**src/verilog/didfs_defs.svh**
```systemverilog
// Constants for the debounced digital input block
`ifndef DIDFS_DEFS_SVH
`define DIDFS_DEFS_SVH
`define DIDFS_CLK_KHZ       250000
`define DIDFS_TICK_MS       1
`define DIDFS_TICK_CYC      (`DIDFS_CLK_KHZ * `DIDFS_TICK_MS)
`define DIDFS_DEB_STEP_MS   10
`define DIDFS_DEB_MAX_MS    1000
`define DIDFS_DEB_MAX_CODE  (`DIDFS_DEB_MAX_MS / `DIDFS_DEB_STEP_MS)
`define DIDFS_NUM_INPUTS    4
`define DIDFS_NUM_CHANNELS  4
`define DIDFS_COUNT_W       32
`define DIDFS_DEB_RST       7'h00
`define DIDFS_MODE_RST      2'h0
`endif

```
**src/verilog/didfs_pkg.sv**
```systemverilog
// Types for the debounced digital input block
package didfs_pkg;
  typedef enum logic [1:0] {
    DIDFS_MODE_NORMAL = 2'b00,
    DIDFS_MODE_DEMAND = 2'b01,
    DIDFS_MODE_METER  = 2'b10,
    DIDFS_MODE_TARIFF = 2'b11
  } didfs_mode_t;
endpackage

```
**src/verilog/didfs_top.sv**
```systemverilog
// Debounced digital status inputs with function select
// Notes on behaviour
// RULE1 - Debounce time per input is 0 to 1000 ms in 10 ms steps.
// RULE2 - A new level counts only after it holds for the full debounce time.
// RULE3 - Each input shows a two-bit control mode selecting its consumer.
// RULE4 - Normal mode counts every valid pulse independently.
// RULE5 - Normal mode may feed the validated level to an input alarm.
// RULE6 - Demand mode pulses align the demand interval start.
// RULE7 - Demand follows an input only when its own mode is input-driven.
// RULE8 - Metering mode counts valid pulses for the assigned channel.
// RULE9 - Assigning an input to a channel puts it in metering mode.
// RULE10 - Tariff mode delivers the validated level to tariff selection.
// RULE11 - A read-only association output shows which function uses an input.
// RULE12 - Each channel counts per full pulse or per level transition.
// RULE13 - Up to four inputs, each with its own filter and mode.
// RULE14 - Debounce of zero passes each sampled change immediately.
// RULE15 - Counters step once per validated off-to-on transition on ms tick; with a debounce of zero they step without waiting for ms_tick.
`timescale 1ns/1ps
`default_nettype none
`include "didfs_defs.svh"

module didfs_top
  import didfs_pkg::*;
#(
  parameter int N_IN     = `DIDFS_NUM_INPUTS,
  parameter int N_CH     = `DIDFS_NUM_CHANNELS,
  parameter int CW       = `DIDFS_COUNT_W,
  parameter int TICK_CYC = `DIDFS_TICK_CYC
) (
  input  wire logic              i_clock,
  input  wire logic              i_rst,
  input  wire logic [N_IN-1:0]   i_status_pin,
  input  wire logic [7*N_IN-1:0] i_debounce_code,
  input  wire logic [N_IN-1:0]   i_alarm_link,
  input  wire logic [N_IN-1:0]   i_demand_assign,
  input  wire logic              i_demand_input_mode,
  input  wire logic [N_IN-1:0]   i_tariff_assign,
  input  wire logic              i_tariff_input_mode,
  input  wire logic [2*N_IN-1:0] i_meter_chan_sel,
  input  wire logic [N_IN-1:0]   i_meter_assign,
  input  wire logic [N_CH-1:0]   i_chan_transition_mode,
  output logic [N_IN-1:0]        o_state,
  output logic [2*N_IN-1:0]      o_control_mode,
  output logic [N_IN-1:0]        o_associated,
  output logic [CW*N_IN-1:0]     o_pulse_count,
  output logic [N_IN-1:0]        o_alarm_state,
  output logic                   o_demand_sync,
  output logic [N_IN-1:0]        o_tariff_state,
  output logic [CW*N_CH-1:0]     o_chan_count
);

  // ****************************************
  // Millisecond tick
  // ****************************************
  logic [31:0] tick_cnt;
  logic        ms_tick;

  always_ff @(posedge i_clock or posedge i_rst) begin
    if (i_rst) begin
      tick_cnt <= 32'h0;
    end else if (tick_cnt == 32'(TICK_CYC - 1)) begin
      tick_cnt <= 32'h0;
    end else begin
      tick_cnt <= tick_cnt + 32'h1;
    end
  end

  always_ff @(posedge i_clock or posedge i_rst) begin
    if (i_rst) begin
      ms_tick <= 1'b0;
    end else if (tick_cnt == 32'(TICK_CYC - 1)) begin
      ms_tick <= 1'b1; // RULE15
    end else begin
      ms_tick <= 1'b0;
    end
  end

  // ****************************************
  // Per input filter, mode and counters
  // ****************************************
  logic [N_IN-1:0] rise;
  logic [N_IN-1:0] edge_any;
  logic [N_IN-1:0] sync_demand;
  logic [N_IN-1:0] is_meter;

  genvar gi;
  generate
    for (gi = 0; gi < N_IN; gi++) begin : g_in // RULE13
      logic        meta;
      logic        samp;
      logic        stable;
      logic [9:0]  hold_ms;
      logic [10:0] limit_ms;
      logic [6:0]  code;
      didfs_mode_t mode;
      didfs_mode_t next_mode;

      // ****************************************
      // Debounce limit
      // ****************************************

      // Codes above the top step clamp to 1000 ms
      assign code = (i_debounce_code[7*gi +: 7] > 7'(`DIDFS_DEB_MAX_CODE))
                  ? 7'(`DIDFS_DEB_MAX_CODE)
                  : i_debounce_code[7*gi +: 7]; // RULE1
      assign limit_ms = 11'(code) * 11'(`DIDFS_DEB_STEP_MS); // RULE1

      // ****************************************
      // Pin synchroniser
      // ****************************************

      always_ff @(posedge i_clock or posedge i_rst) begin
        if (i_rst) begin
          meta <= 1'b0;
          samp <= 1'b0;
        end else begin
          meta <= i_status_pin[gi];
          samp <= meta;
        end
      end

      // ****************************************
      // Debounce filter
      // ****************************************

      always_ff @(posedge i_clock or posedge i_rst) begin
        if (i_rst) begin
          stable  <= 1'b0;
          hold_ms <= 10'h000;
        end else if (samp == stable) begin
          hold_ms <= 10'h000; // RULE2
        end else if (limit_ms == 11'h000) begin
          stable  <= samp; // RULE14
          hold_ms <= 10'h000;
        end else if (ms_tick) begin
          if ({1'b0, hold_ms} + 11'h001 >= limit_ms) begin
            stable  <= samp; // RULE2
            hold_ms <= 10'h000;
          end else begin
            hold_ms <= hold_ms + 10'h001;
          end
        end
      end

      // ****************************************
      // Edge detect
      // ****************************************

      logic stable_d;
      always_ff @(posedge i_clock or posedge i_rst) begin
        if (i_rst) begin
          stable_d <= 1'b0;
        end else begin
          stable_d <= stable;
        end
      end
      assign rise[gi]     = stable & ~stable_d; // RULE15
      assign edge_any[gi] = stable ^ stable_d;

      // ****************************************
      // Mode select
      // ****************************************

      // Metering takes priority, then demand, tariff, else normal
      always_comb begin
        if (i_meter_assign[gi]) begin
          next_mode = DIDFS_MODE_METER; // RULE9
        end else if (i_demand_assign[gi] && i_demand_input_mode) begin
          next_mode = DIDFS_MODE_DEMAND; // RULE7
        end else if (i_tariff_assign[gi] && i_tariff_input_mode) begin
          next_mode = DIDFS_MODE_TARIFF;
        end else begin
          next_mode = DIDFS_MODE_NORMAL;
        end
      end

      always_ff @(posedge i_clock or posedge i_rst) begin
        if (i_rst) begin
          mode <= DIDFS_MODE_NORMAL;
        end else begin
          mode <= next_mode;
        end
      end

      // ****************************************
      // Status outputs
      // ****************************************

      always_ff @(posedge i_clock or posedge i_rst) begin
        if (i_rst) begin
          o_control_mode[2*gi +: 2] <= `DIDFS_MODE_RST;
        end else begin
          o_control_mode[2*gi +: 2] <= mode; // RULE3
        end
      end

      always_ff @(posedge i_clock or posedge i_rst) begin
        if (i_rst) begin
          o_associated[gi] <= 1'b0;
        end else begin
          o_associated[gi] <= (mode != DIDFS_MODE_NORMAL)
                            || i_alarm_link[gi]; // RULE11
        end
      end

      always_ff @(posedge i_clock or posedge i_rst) begin
        if (i_rst) begin
          o_state[gi] <= 1'b0;
        end else begin
          o_state[gi] <= stable;
        end
      end

      always_ff @(posedge i_clock or posedge i_rst) begin
        if (i_rst) begin
          o_alarm_state[gi] <= 1'b0;
        end else begin
          o_alarm_state[gi] <= (mode == DIDFS_MODE_NORMAL)
                             && i_alarm_link[gi] && stable; // RULE5
        end
      end

      always_ff @(posedge i_clock or posedge i_rst) begin
        if (i_rst) begin
          o_tariff_state[gi] <= 1'b0;
        end else begin
          o_tariff_state[gi] <= (mode == DIDFS_MODE_TARIFF)
                              && stable; // RULE10
        end
      end

      // ****************************************
      // Pulse counter
      // ****************************************

      // Pulse counter runs in every mode
      always_ff @(posedge i_clock or posedge i_rst) begin
        if (i_rst) begin
          o_pulse_count[CW*gi +: CW] <= '0;
        end else if (rise[gi]) begin
          o_pulse_count[CW*gi +: CW] <=
            o_pulse_count[CW*gi +: CW] + CW'(1); // RULE4
        end
      end

      assign sync_demand[gi] = rise[gi] && (mode == DIDFS_MODE_DEMAND);
      assign is_meter[gi]    = (mode == DIDFS_MODE_METER);
    end
  endgenerate

  // ****************************************
  // Demand synchronisation pulse
  // ****************************************
  always_ff @(posedge i_clock or posedge i_rst) begin
    if (i_rst) begin
      o_demand_sync <= 1'b0;
    end else begin
      o_demand_sync <= |sync_demand; // RULE6
    end
  end

  // ****************************************
  // Metering channel counters
  // ****************************************
  genvar gc;
  generate
    for (gc = 0; gc < N_CH; gc++) begin : g_ch
      logic [CW-1:0] inc;

      // ****************************************
      // Channel increment
      // ****************************************

      always_comb begin
        inc = '0;
        for (int k = 0; k < N_IN; k++) begin
          if (is_meter[k]
              && i_meter_chan_sel[2*k +: 2] == 2'(gc)) begin
            if (i_chan_transition_mode[gc]) begin
              inc = inc + CW'(edge_any[k]); // RULE12
            end else begin
              inc = inc + CW'(rise[k]); // RULE8
            end
          end
        end
      end

      // ****************************************
      // Channel accumulator
      // ****************************************

      always_ff @(posedge i_clock or posedge i_rst) begin
        if (i_rst) begin
          o_chan_count[CW*gc +: CW] <= '0;
        end else begin
          o_chan_count[CW*gc +: CW] <=
            o_chan_count[CW*gc +: CW] + inc; // RULE8
        end
      end
    end
  endgenerate

endmodule
`default_nettype wire
```
**config.mk**
```make
export PLATFORM = sky130hd
export DESIGN_NAME = didfs_top
export DESIGN_NICKNAME = d
export VERILOG_FILES = /design/src/verilog/didfs_pkg.sv /design/src/verilog/didfs_top.sv
export VERILOG_INCLUDE_DIRS = /design/src /design/src/verilog
export SDC_FILE = /design/constraint.sdc
export NUM_CORES = 1
export LEC_CHECK = 0
export BUFFER_PORTS_ARGS = -buffer_cell sky130_fd_sc_hd__clkbuf_2
export CAP_MARGIN = 20
export CORE_MARGIN = 5
export CORE_UTILIZATION = 60
export DETAILED_ROUTE_END_ITERATION = 12
export PLACE_DENSITY = 0.85
export REMOVE_ABC_BUFFERS = 1
export SYNTH_ARGS = -nofsm -noshare
export SYNTH_HDL_FRONTEND = slang
export SYNTH_SLANG_ARGS = --single-unit
```
**constraint.sdc**
```tcl
create_clock -name i_clock -period 30.9 [get_ports i_clock]
set_clock_uncertainty 0.05 [all_clocks]
set_input_delay 1.545 -clock i_clock [delete_from_list [all_inputs] [get_ports i_clock]]
set_output_delay 1.545 -clock i_clock [all_outputs]
set_load 0.1 [all_outputs]
```
## After elaboration in Yosys (flattened, before gate mapping)

Cells that the tools add are included.

- Bitwise operators: 16
- $add $sub $neg: 41
- Mux-type cells: 78
- Reduce and logical (&&, ||, !) cells: 77
- Equal/unequal tests: 29
- Order comparisons: 8
- Multipliers: 4

Operator list:

| kind | number |
|---|---|
| $mux W32 | 25 |
| $add A32 B1 Y32 | 24 |
| $add A32 B1 Y32 const B | 5 |
| $mux W10 | 16 |
| $add A32 B32 Y32 | 4 |
| $add A10 B1 Y11 const B | 4 |
| $ge A11 B11 Y1 | 4 |
| $logic_not A11 Y1 | 4 |
| $add A10 B1 Y10 const B | 4 |
| $logic_and A1 B1 Y1 | 40 |
| $mul A7 B3 Y10 const B | 4 |
| $eq A2 B2 Y1 const B | 16 |
| $eq A32 B18 Y1 const B | 1 |
| $gt A7 B7 Y1 const B | 4 |
| $mux W7 | 4 |
| $mux W2 | 12 |
| $reduce_bool A2 Y1 | 12 |
| $mux W1 | 21 |
| $eq A2 B1 Y1 const B | 8 |
| $logic_not A2 Y1 | 8 |
| $reduce_and A3 Y1 | 4 |
| $reduce_bool A3 Y1 | 4 |
| $not A1 Y1 | 8 |
| $and A1 B1 Y1 | 4 |
| other kinds (4) | 13 |

- Register bits after elaboration: 374
- Output and inout port bits: 281
- Logic and storage cells: 304

## Longest topological paths before layout

Gate-level depths: netlist of the first run.

- Word-level depth: 14
- Mapped depth: 21

## Worst setup path after synthesis of the first run

No wires, ideal clock.

- Path type: input to register
- Start point: in i_chan_transition_mode[1]
- End point: reg o_chan_count[49]
- Path buffers: 1
- Data arrival time: 5405 ps
- Data required time: 30692 ps
- Cell stages on the path: 17
- Setup slack: 25287 ps
- Cells stage by stage: clkbuf_1 > nor2_1 > a2111oi_2 > ha_1 > mux2_2 > ha_1 > ha_1 > mux2_2 > ha_1 > mux2_2 > ha_1 > a21o_1 > a21oi_1 > o21bai_1 > nor2b_1 > nand4_1 > xnor2_1

- Cells in the longest elaborated chain, start to end: 12
- Elaborated cells on any way between the ends: 15

Ends and longest elaborated chain:

| what | RTL line | RTL |
|---|---|---|
| from (decl) | didfs_top.sv:41 | `input wire logic [N_CH-1:0] i_chan_transition_mode,` |
| $mux W1 | didfs_top.sv:279 | `if (i_chan_transition_mode[gc]) begin` |
| $mux W1 | didfs_top.sv:277 | `if (is_meter[k]` |
| $add A32 B1 Y32, on equally long branches | didfs_top.sv:282, didfs_top.sv:280 |  |
| $mux W32 | didfs_top.sv:279 |  |
| $mux W32 | didfs_top.sv:277 |  |
| $add A32 B1 Y32, on equally long branches | didfs_top.sv:282, didfs_top.sv:280 |  |
| $mux W32 | didfs_top.sv:279 |  |
| $mux W32 | didfs_top.sv:277 |  |
| $add A32 B1 Y32, on equally long branches | didfs_top.sv:282, didfs_top.sv:280 |  |
| $mux W32 | didfs_top.sv:279 |  |
| $mux W32 (*) | didfs_top.sv:277 |  |
| $add A32 B32 Y32 (*) | didfs_top.sv:297 | `o_chan_count[CW*gc +: CW] + inc;` |
| to (signal, indexed assignment) | didfs_top.sv:296 | `o_chan_count[CW*gc +: CW] <=` |
| to (decl) | didfs_top.sv:49 | `output logic [CW*N_CH-1:0] o_chan_count` |

Every way passes the cells marked *; elsewhere a longest branch is shown, timed or not.
A chain may end at the register's enable or synchronous reset.

## Final worst setup path of the first run

- Start point: in i_chan_transition_mode[1]
- End point: reg o_chan_count[57]

Same word-level chain as after synthesis.

==> flow_summary.json, run 1 <==
{
  "status": "finished clean",
  "antenna_left": 0,
  "synth_area_leaders": "dfrtp_1, xnor2_1, ha_1",
  "worst_pin_slew_ns": 0.929,
  "drtIter0Drc": 870,
  "area_growth_pct": 17.2,
  "cts_root_buf": "clkbuf_16",
  "grt_use_total_pct": 26.7,
  "cap_violations": 0,
  "synth_edf_count": 0,
  "ir_drop_mv": 0.0590,
  "synth_top_area_share_pct": 46.5,
  "grt_most_used_layer": "met2",
  "crit_required_ns": 31.29,
  "synthSimpleGateAreaFrac_pct": 20.2,
  "crit_fanout": 8,
  "ctsLongestPathBuffers": 3,
  "power.density_nw_per_um2": 56.8,
  "synth_mux_area_share_pct": 1.68,
  "whs_path_depth": 0,
  "wl_per_cell_um": 18.5,
  "place_congestion": 0.870,
  "synth-async-reset-ratio_pct": 100,
  "post-route-period-util_pct": 17.5,
  "ys.flop_type": "dfrtp_1",
  "synth_top_family_by_area": "simple AND/OR/NAND/NOR gates",
  "cp-end-kind": "register",
  "path_common_cell": "ha_1",
  "place_area_um2": 22300,
  "grt_pass1_wl_mm": 84.5,
  "clk_pin_slew_ns": 0.06,
  "avgSynthCellArea_um2": 10.3,
  "fp.dieH_um": 193,
  "dp_cells": 2712,
  "min_period_ns": 5.41,
  "numCtsBuffers": 40,
  "reg2reg_to": "o_chan_count[57]",
  "grt_pass1_vias": 16400,
  "fin_tns_setup_ns": 0,
  "antenna_found_initial": 7,
  "r2r_cells": 17,
  "arrival_ns": 5.80,
  "yosysSeqAreaShare_pct": 46.5,
  "hp-class": "reg -> reg",
  "tritoncts": "done",
  "cts_num_sinks": 374,
  "drive_gt1_share_pct": 20.6,
  "worstPathCellList": "clkbuf_2 > nor2_1 > a2111oi_2 > ha_1 > mux2_2 > ha_1 > ha_1 > mux2_2 > ha_1 > mux2_2 > ha_1 > a21o_1 > a21oi_1 > o21bai_1 > nor2b_1 > and3_1 > xor2_1",
  "pin_count": 345,
  "cts-resized-gates": 0,
  "worstSetupStartpointType": "input port",
  "rows": 67,
  "final_cells": 2787,
  "path_buf_inv": 1,
  "synth-compound-area-share_pct": 6.79,
  "slew_violations": 0,
  "max_freq_mhz": 185,
  "nets": 2499,
  "met1_usage_pct": 34.3,
  "die_w_um": 193,
  "met2_usage_pct": 44.7,
  "fillers": 2385,
  "cts_setup_buffers": 0,
  "place_hpwl_mm": 38.2,
  "hold_path_startpoint": "g_in[0].meta",
  "synthXorXnorAreaFrac_pct": 14.3,
  "yosysTopAreaCell": "dfrtp_1",
  "grt_max_degree": 123,
  "drt-vias-per-instance": 5.83,
  "io_buffers": 344,
  "routed_wl_mm": 51.4,
  "ys_seq_elements": 374,
  "synth_cells": 1956,
  "first_pass_iters": 5,
  "setup_viol": 0,
  "syn_area_um2": 20100,
  "p_leak_nw": 11.9,
  "rsz0062_at_grt": "false",
  "rr_startpoint": "g_in[0].stable",
  "r2r_slack_ns": 25.51,
  "cp_slowest_cell": "o21bai_1",
  "yosysWarnings": 0,
  "grt_overflow": 0,
  "finish.instance_area_um2": 23600,
  "final_hold_viol_count": 0,
  "path_delay_family": "adder cells",
  "whs_ns": 0.299,
  "die-area_um2": 37300,
  "drc": 0,
  "clkLatencyLatePin_ns": 0.53,
  "crit_type": "in -> reg",
  "hold_end": "g_in[0].samp",
  "synthAdderAreaFrac_pct": 8.31,
  "start_util_pct": 60.4,
  "cts_max_level": 2,
  "slowest_delay_ns": 0.41,
  "cts_hold_buf": 0,
  "core_um2": 33400,
  "synth_cell_types": 81,
  "relSlewSlack_pct": 38.1,
  "grt_use_met3_pct": 5.71,
  "vias": 16200
}
## cells in the mapped netlist, drive strengths merged (9+ instances only)
| master | instances |
|---|---|
| nor4 | 11 |
| nor3 | 37 |
| ha | 121 |
| and3 | 66 |
| a21oi | 65 |
| and2 | 15 |
| and4 | 29 |
| o21ai | 31 |
| xnor2 | 210 |
| nand4 | 53 |
| nand2 | 200 |
| mux2 | 28 |
| nor3b | 10 |
| clkbuf | 24 |
| nor2b | 24 |
| nand3b | 13 |
| or3 | 10 |
| buf | 18 |
| xor2 | 119 |
| inv | 64 |
| dfrtp | 374 |
| nor2 | 158 |
| nand3 | 130 |
| a211oi | 9 |
| nand2b | 14 |
| a21o | 13 |
## cell type report
| cell class | instances | area (µm²) | share of cell area (%) |
|---|---|---|---|
| multi-input combinational | 1476 | 10300 | 43.8 |
| sequential | 374 | 9360 | 39.7 |
| timing repair buffer | 350 | 1760 | 7.48 |
| clock buffer | 59 | 1170 | 4.97 |
| tap | 448 | 561 | 2.38 |
| inverter | 64 | 248 | 1.05 |
| clock inverter | 12 | 145 | 0.615 |
| antenna | 4 | 10.0 | 0.0424 |
## through the flow
step	setup WS (ns)	utilization, %	total power [W]
6_report	25.49	70.7	0.00134
5_1_grt	25.07	70.7	0.00139
4_1_cts	25.48	70.7	0.00135
3_5_place_dp	24.92	66.7	0.000870
3_3_place_gp	25.13	66.7	0.000860
2_1_floorplan	18.92	-	0.000795
## sequential cells by signal (all words and copies together) (netlist names)
| signal | flops |
|---|---|
| o_chan_count | 128 |
| o_pulse_count | 128 |
| g_in.hold_ms | 40 |
| tick_cnt | 32 |
| g_in.mode | 8 |
| o_control_mode | 8 |
| g_in.meta | 4 |
| g_in.samp | 4 |
| g_in.stable | 4 |
| o_alarm_state | 4 |
| o_associated | 4 |
| o_state | 4 |
| o_tariff_state | 4 |
| ms_tick | 1 |
| o_demand_sync | 1 |
## worst max path at each step
| stage | from | end | slack (ns) | cells past startpoint |
|---|---|---|---|---|
| after detailed placement | i_chan_transition_mode[1] | o_chan_count[57] | 24.92 | 17 |
| after CTS | g_in[0].stable | o_chan_count[57] | 25.48 | 17 |
| final | i_chan_transition_mode[1] | o_chan_count[57] | 25.49 | 17 |
| after global routing | g_in[0].stable | o_chan_count[27] | 25.07 | 17 |
| after global placement | i_chan_transition_mode[1] | o_chan_count[57] | 25.13 | 17 |
| after floorplan | i_rst | g_in[0].hold_ms[0] | 18.92 | 1 |
## cells in the final DEF (no fill, tap or decap), drive strengths merged, types with 9 or more instances in the layout
master  count
and3       66
xor2      119
ha        121
nand3b     13
nor3b      10
nand2b     14
and4       29
o21ai      31
dfrtp     374
or3        10
xnor2     210
nand3     130
nand4      53
a211oi      9
inv        66
a21o       13
nor3       37
nor2      158
and2       15
nor2b      24
nand2     200
nor4       11
a21oi      65
clkbuf    403
mux2       28
## power breakdown
group	total (W)	switching (W)	internal, W
combinational	0.000320	0.000256	0.0000646
sequential	0.000543	0.0000284	0.000514
clock	0.000478	0.000197	0.000281
total	0.00134	0.000481	0.000860
## kinds of logic after synthesis
kind of cell	after synthesis
flops	374
buf+inv	106
xor+xnor	329
mux	30
compound gates	203
simple gates	785
fa+ha+maj	129
## per-layer routing
metal | share of wire [%] | up-vias
li1 | - | 7499
met1 | 41 | 8058
met2 | 48 | 538
met3 | 6.6 | 144
met4 | 4.3 | 6
met5 | 0.066 | -
Note: power is estimated with default switching activity, not from simulation.
==> inputs of run 2 (changes only) <==
ABC_AREA = 1   (was unset)
CORE_UTILIZATION = 53   (was 60)
PLACE_DENSITY = 0.79   (was 0.85)
clock period = 4.5 ns   (was 30.9 ns; I/O delays follow)
==> run 2 against run 1 <==
Global-route usage decreased by 2.1 points. First-iteration DRC count increased by 83%. Sequential share of layout area decreased by 5.4 points. Clock power increased to 7.5 times the previous value. Count of clock-buffer cells in the layout increased by 1.
==> flow_summary.json, run 2 <==
{
  "grt_pass1_vias": 19600,
  "avgSynthCellArea_um2": 8.02,
  "grt_max_degree": 124,
  "rr_startpoint": "g_in[0].stable",
  "arrival_ns": 4.64,
  "antenna_left": 0,
  "cts_num_sinks": 374,
  "hold_end": "g_in[0].mode[1]",
  "min_period_ns": 4.21,
  "cts_max_level": 2,
  "setup_viol": 0,
  "seq_area_um2": 9360,
  "start_util_pct": 53.5,
  "crit_required_ns": 4.93,
  "pin_count": 345,
  "multi_input_area_um2": 12000,
  "die_w_um": 219,
  "final_cell_mix": "nand2_1, inv_1, dfrtp_1",
  "ys_seq_elements": 374,
  "synth_cell_types": 55,
  "p_leak_nw": 14.5,
  "syn_area_um2": 23100,
  "r2r_cells": 24,
  "grt_use_total_pct": 24.6,
  "top_regs": "o_chan_count (128), o_pulse_count (128), g_in.hold_ms (40)",
  "crit_fanout": 5,
  "yosysSeqAreaShare_pct": 40.6,
  "r2r_slack_ns": 0.29,
  "clk_pin_slew_ns": 0.06,
  "io_buffers": 344,
  "cp-end-kind": "register",
  "rows": 76,
  "max_freq_mhz": 238,
  "place_hpwl_mm": 46.1,
  "vias": 20500,
  "fp.dieH_um": 219,
  "power.density_nw_per_um2": 362,
  "drive_gt1_share_pct": 16.7,
  "antenna_found_initial": 7,
  "cap_violations": 0,
  "yosysWarnings": 0,
  "drc": 0,
  "synth_top_cells_by_count": "nand2_1, inv_1, dfrtp_1, nor2_1, xor2_1",
  "wl_per_cell_um": 15.4,
  "ir_drop_mv": 0.331,
  "ys.flop_type": "dfrtp_1",
  "nets": 3472,
  "synth_top_area_share_pct": 40.6,
  "first_pass_iters": 5,
  "grt_overflow": 0,
  "clkLatencyLatePin_ns": 0.56,
  "die-area_um2": 47800,
  "crit_type": "reg -> reg",
  "slew_violations": 0,
  "hold_path_startpoint": "i_demand_assign[0]",
  "fin_tns_setup_ns": 0,
  "hp-class": "in -> reg",
  "core_um2": 43100,
  "status": "finished clean",
  "final_common_cell": "nand2_1",
  "worstSetupStartpointType": "register",
  "setup_ws_ns": 0.292,
  "worst_pin_slew_ns": 0.887,
  "reg2reg_to": "o_chan_count[26]",
  "fillers": 3664,
  "tritoncts": "done",
  "area_growth_pct": 18.6,
  "synth-async-reset-ratio_pct": 100,
  "final_hold_viol_count": 0,
  "place_ws_ns": 0.0502,
  "yosysMostFrequentCell": "nand2_1",
  "ctsLongestPathBuffers": 3,
  "relSlewSlack_pct": 40.8,
  "yosysTopAreaCell": "dfrtp_1",
  "rsz0062_at_grt": "true",
  "grt_pass1_wl_mm": 97.5,
  "post-route-period-util_pct": 93.5,
  "drt-vias-per-instance": 5.25,
  "cts_root_buf": "clkbuf_16",
  "numCtsBuffers": 43,
  "whs_path_depth": 3,
  "synth_area_leaders": "dfrtp_1, nand2_1, xor2_1",
  "synth_edf_count": 0,
  "place_congestion": 0.952,
  "routed_wl_mm": 60.0,
  "synth_cells": 2877,
  "drtIter0Drc": 1593
}
==> run 2: final cells by class <==
cell class | instances | area share, %
Multi-Input combinational cell | 2035 | 44.0
Sequential cell | 374 | 34.2
Timing Repair Buffer | 388 | 7.81
Inverter | 437 | 6.03
Clock buffer | 60 | 4.58
Tap cell | 585 | 2.68
Clock inverter | 15 | 0.686
Antenna cell | 3 | 0.0274
==> run 2: worst max-delay path, stage by stage, from the launching register on <==
cell and delay [ns]:
dfrtp_1 0.41, ha_4 0.18, buf_4 0.17, inv_1 0.08
nand2_1 0.05, nand4_1 0.09, inv_1 0.06, ha_1 0.26
inv_1 0.03, o21a_1 0.18, inv_1 0.05, ha_1 0.21
o21ai_0 0.22, inv_1 0.08, ha_1 0.21, ha_1 0.27
nand2_1 0.06, nand2_1 0.08, fa_1 0.45, a31oi_2 0.36
nor2_1 0.14, nand2_1 0.14, inv_1 0.07, nand4_1 0.08
xor2_1 0.14
==> run 2: cells by family (layout without fill, tap and decap cells) <==
logic type,after synthesis,after routing,synth area share [%]
AOI/OAI and AO/OA,132,132,3.43
xor gates and xnor gates,288,288,11.0
adders and majority gates,129,129,7.26
buffers and inverters,468,900,7.80
DFF,374,374,40.6
muxes,7,7,0.342
other,0,3,0
and+or+nand+nor,1479,1479,29.6
==> run 2: per-stage QoR <==
step	util [%]	area (µm²)	std cells	power, W	hold slack (ns)
2_1_floorplan	-	22900	2846	0.00575	0.206
3_3_place_gp	59.2	25500	3792	0.00630	0.284
3_5_place_dp	59.2	25500	3792	0.00635	0.286
4_1_cts	63.1	27200	3891	0.00995	0.0159
5_1_grt	63.5	27300	3897	0.0103	0.0538
6_report	63.5	27300	3897	0.00989	0.0372
==> run 2: what timing repair did <==
action / in CTS / in global routing
gates resized for setup: 0 / 29
hold buffers: 24 / 0
setup endpoints to repair: 0 / 81
hold endpoints to repair: 140 / 0
setup buffers: 0 / 3
==> run 2: power by group <==
group          internal [W]  switching, W  total (W)  leakage (nW)
Combinational      0.000496       0.00206    0.00256          8.95
Sequential          0.00355      0.000220    0.00377          4.89
Clock               0.00217       0.00140    0.00357         0.708
Total               0.00621       0.00368    0.00989          14.5
==> run 2: routing by layer <==
metal  GRT usage (%)  vias to the layer above  part of all wire (%)
li1                -                    10100                     -
met1            32.2                     9553                    42
met2            41.0                      688                    47
met3            5.91                      121                   8.2
met4            6.97                        8                   2.6
met5               0                        -                 0.090
==> run 2: how the worst max path moves through the flow <==
stage / startpoint / to / slack [ns] / cells after the start
after floorplan: i_rst / g_in[0].hold_ms[0] / -6.16 / 1
after global placement: g_in[0].stable / o_chan_count[125] / 0.11 / 23
after detailed placement: g_in[0].stable / o_chan_count[125] / 0.05 / 23
after CTS: g_in[0].stable / o_chan_count[125] / 0.05 / 23
after global routing: o_state[0] / o_chan_count[25] / -0.04 / 27
final: g_in[0].stable / o_chan_count[26] / 0.29 / 24
==> inputs of run 3 (changes only) <==
REMOVE_ABC_BUFFERS = unset   (was 1)
==> run 3 against run 2 <==
Count of clock-buffer cells in the layout rose by 1. Flip-flop and latch count is the same. Maximum frequency decreased by 2.5%. Clock power is 1% higher. Critical endpoint is now o_chan_count[127]. Non-clock buffer count shrank 1. Sequential share of layout area barely moved. Setup slack lost 0.11 ns. Cell count about the same. Sequential power barely moved.
==> flow_summary.json, run 3 (same netlist as run 2, synthesis figures left out) <==
{
  "post-route-period-util_pct": 95.9,
  "max_freq_mhz": 232,
  "path_delay_family": "adder cells",
  "whs_path_depth": 2,
  "whs_ns": 0.126,
  "p_leak_nw": 14.5,
  "grt_pass1_vias": 19700,
  "slew_violations": 0,
  "cp-end-kind": "register",
  "r2r_slack_ns": 0.19,
  "nets": 3471,
  "power_w": 0.00996,
  "cts_root_buf": "clkbuf_16",
  "status": "finished clean",
  "worst_pin_slew_ns": 0.765,
  "top_regs": "o_chan_count (128), o_pulse_count (128), g_in.hold_ms (40)",
  "arrival_ns": 4.70,
  "synth_fp_nets": 3070,
  "start_util_pct": 53.5,
  "cap_violations": 0,
  "path_buf_inv": 2,
  "fp.dieH_um": 219,
  "drc": 0,
  "setup_viol": 0,
  "grt_max_degree": 129,
  "grt_use_total_pct": 24.9,
  "cp_slowest_cell": "dfrtp_1",
  "drtIter0Drc": 1695,
  "slowest_delay_ns": 0.42,
  "area_growth_pct": 18.7,
  "wl_per_cell_um": 15.5,
  "rows": 76,
  "place_congestion": 0.957,
  "grt_pass1_wl_mm": 98.4,
  "cts_max_level": 2,
  "min_period_ns": 4.31,
  "final_common_cell": "nand2_1",
  "hp-class": "in -> reg",
  "tritoncts": "done",
  "first_pass_iters": 8,
  "routed_wl_mm": 60.5,
  "final_hold_viol_count": 0,
  "power.density_nw_per_um2": 364,
  "crit_fanout": 5,
  "antenna_left": 0,
  "final_cell_mix": "nand2_1, inv_1, dfrtp_1",
  "place_area_um2": 25500,
  "reg2reg_to": "o_chan_count[127]",
  "grt_overflow": 0,
  "r2r_cells": 23,
  "clk_pin_slew_ns": 0.06,
  "worstPathCellList": "ha_4 > nand2_1 > o21ai_0 > or2_1 > inv_1 > ha_1 > o21ai_2 > inv_1 > ha_1 > ha_1 > mux2_2 > ha_1 > mux2_2 > ha_1 > nand3_1 > nand2_2 > nand2_2 > a21oi_4 > nand3_2 > nor2_4 > nand2_1 > nand2_1 > nand2_1",
  "core_um2": 43100,
  "worstSetupStartpointType": "register",
  "io_buffers": 344,
  "clkLatencyLatePin_ns": 0.56,
  "ctsLongestPathBuffers": 3,
  "antenna_found_initial": 5,
  "die_w_um": 219,
  "hold_end": "g_in[0].mode[1]",
  "die-area_um2": 47800,
  "pin_count": 345,
  "ir_drop_mv": 0.288,
  "rr_startpoint": "g_in[0].stable",
  "finish.instance_area_um2": 27400,
  "vias": 20400,
  "relSlewSlack_pct": 48.7,
  "drive_gt1_share_pct": 16.8,
  "path_common_cell": "ha_1",
  "crit_type": "reg -> reg",
  "drt-vias-per-instance": 5.22,
  "hold_path_startpoint": "i_tariff_input_mode",
  "cts_num_sinks": 374,
  "crit_required_ns": 4.89,
  "numCtsBuffers": 43,
  "place_hpwl_mm": 46.5
}
[run 3: how the worst max path moves through the flow]
stage,startpoint,endpoint,slack (ns),cells past startpoint
3_5_place_dp,g_in[0].stable,o_chan_count[127],0.05,23
4_1_cts,g_in[0].stable,o_chan_count[127],0.01,23
5_1_grt,o_state[0],o_chan_count[127],-0.04,24
2_1_floorplan,i_rst,g_in[0].hold_ms[0],-0.80,1
6_report,g_in[0].stable,o_chan_count[127],0.19,23
3_3_place_gp,g_in[0].stable,o_chan_count[125],0.17,23
[run 3: per-layer routing]
metal / vias to the layer above / routed length (µm) / track usage [%]
li1: 10100 / - / -
met1: 9516 / 26400 / 33.5
met2: 612 / 28300 / 40.4
met3: 157 / 3520 / 4.16
met4: 0 / 2360 / 9.99
met5: - / 0 / 0
[run 3: timing repair]
| item | in CTS | in global routing |
|---|---|---|
| setup endpoints to repair | 0 | 60 |
| hold buffers | 24 | 0 |
| endpoints found under the hold margin | 31 | 0 |
| setup buffers | 0 | 4 |
| gates resized for setup | 0 | 31 |
[run 3: area by class of cell]
| type | instances | area [µm²] |
|---|---|---|
| fillers | 3721 | 15700 |
| multi-input cells | 2035 | 12000 |
| flip-flops and latches | 374 | 9360 |
| repair buffers | 387 | 2140 |
| inverters | 437 | 1640 |
| clock buffers | 61 | 1220 |
| well taps | 585 | 732 |
| clock inverters | 15 | 251 |
| diodes | 5 | 12.5 |
[run 3: per-stage QoR]
stage                     TNS (ns)  std cells  setup WS (ns)  util, %
after floorplan            -298.12       2877         -0.797        -
after global placement           0       3790          0.171     59.2
after detailed placement         0       3790         0.0522     59.2
after CTS                        0       3890         0.0138     63.2
after global routing        -0.198       3899        -0.0423     63.5
final                            0       3899          0.186     63.5
[run 3: power by group]
part,switching [W],internal [W]
Sequential,0.000212,0.00355
Clock,0.00142,0.00219
Combinational,0.00209,0.000495
Total,0.00373,0.00624
[run 3: worst register-to-register path, cell delays in order, from the launching register on]
cell     delay [ns]
dfrtp_1        0.42
ha_4           0.27
nand2_1        0.05
o21ai_0        0.07
or2_1          0.24
inv_1          0.06
ha_1           0.23
o21ai_2        0.16
inv_1          0.06
ha_1           0.17
ha_1           0.29
mux2_2         0.28
ha_1           0.28
mux2_2         0.30
ha_1           0.29
nand3_1        0.09
nand2_2        0.10
nand2_2        0.06
a21oi_4        0.22
nand3_2        0.14
nor2_4         0.19
nand2_1        0.07
nand2_1        0.06
nand2_1        0.05
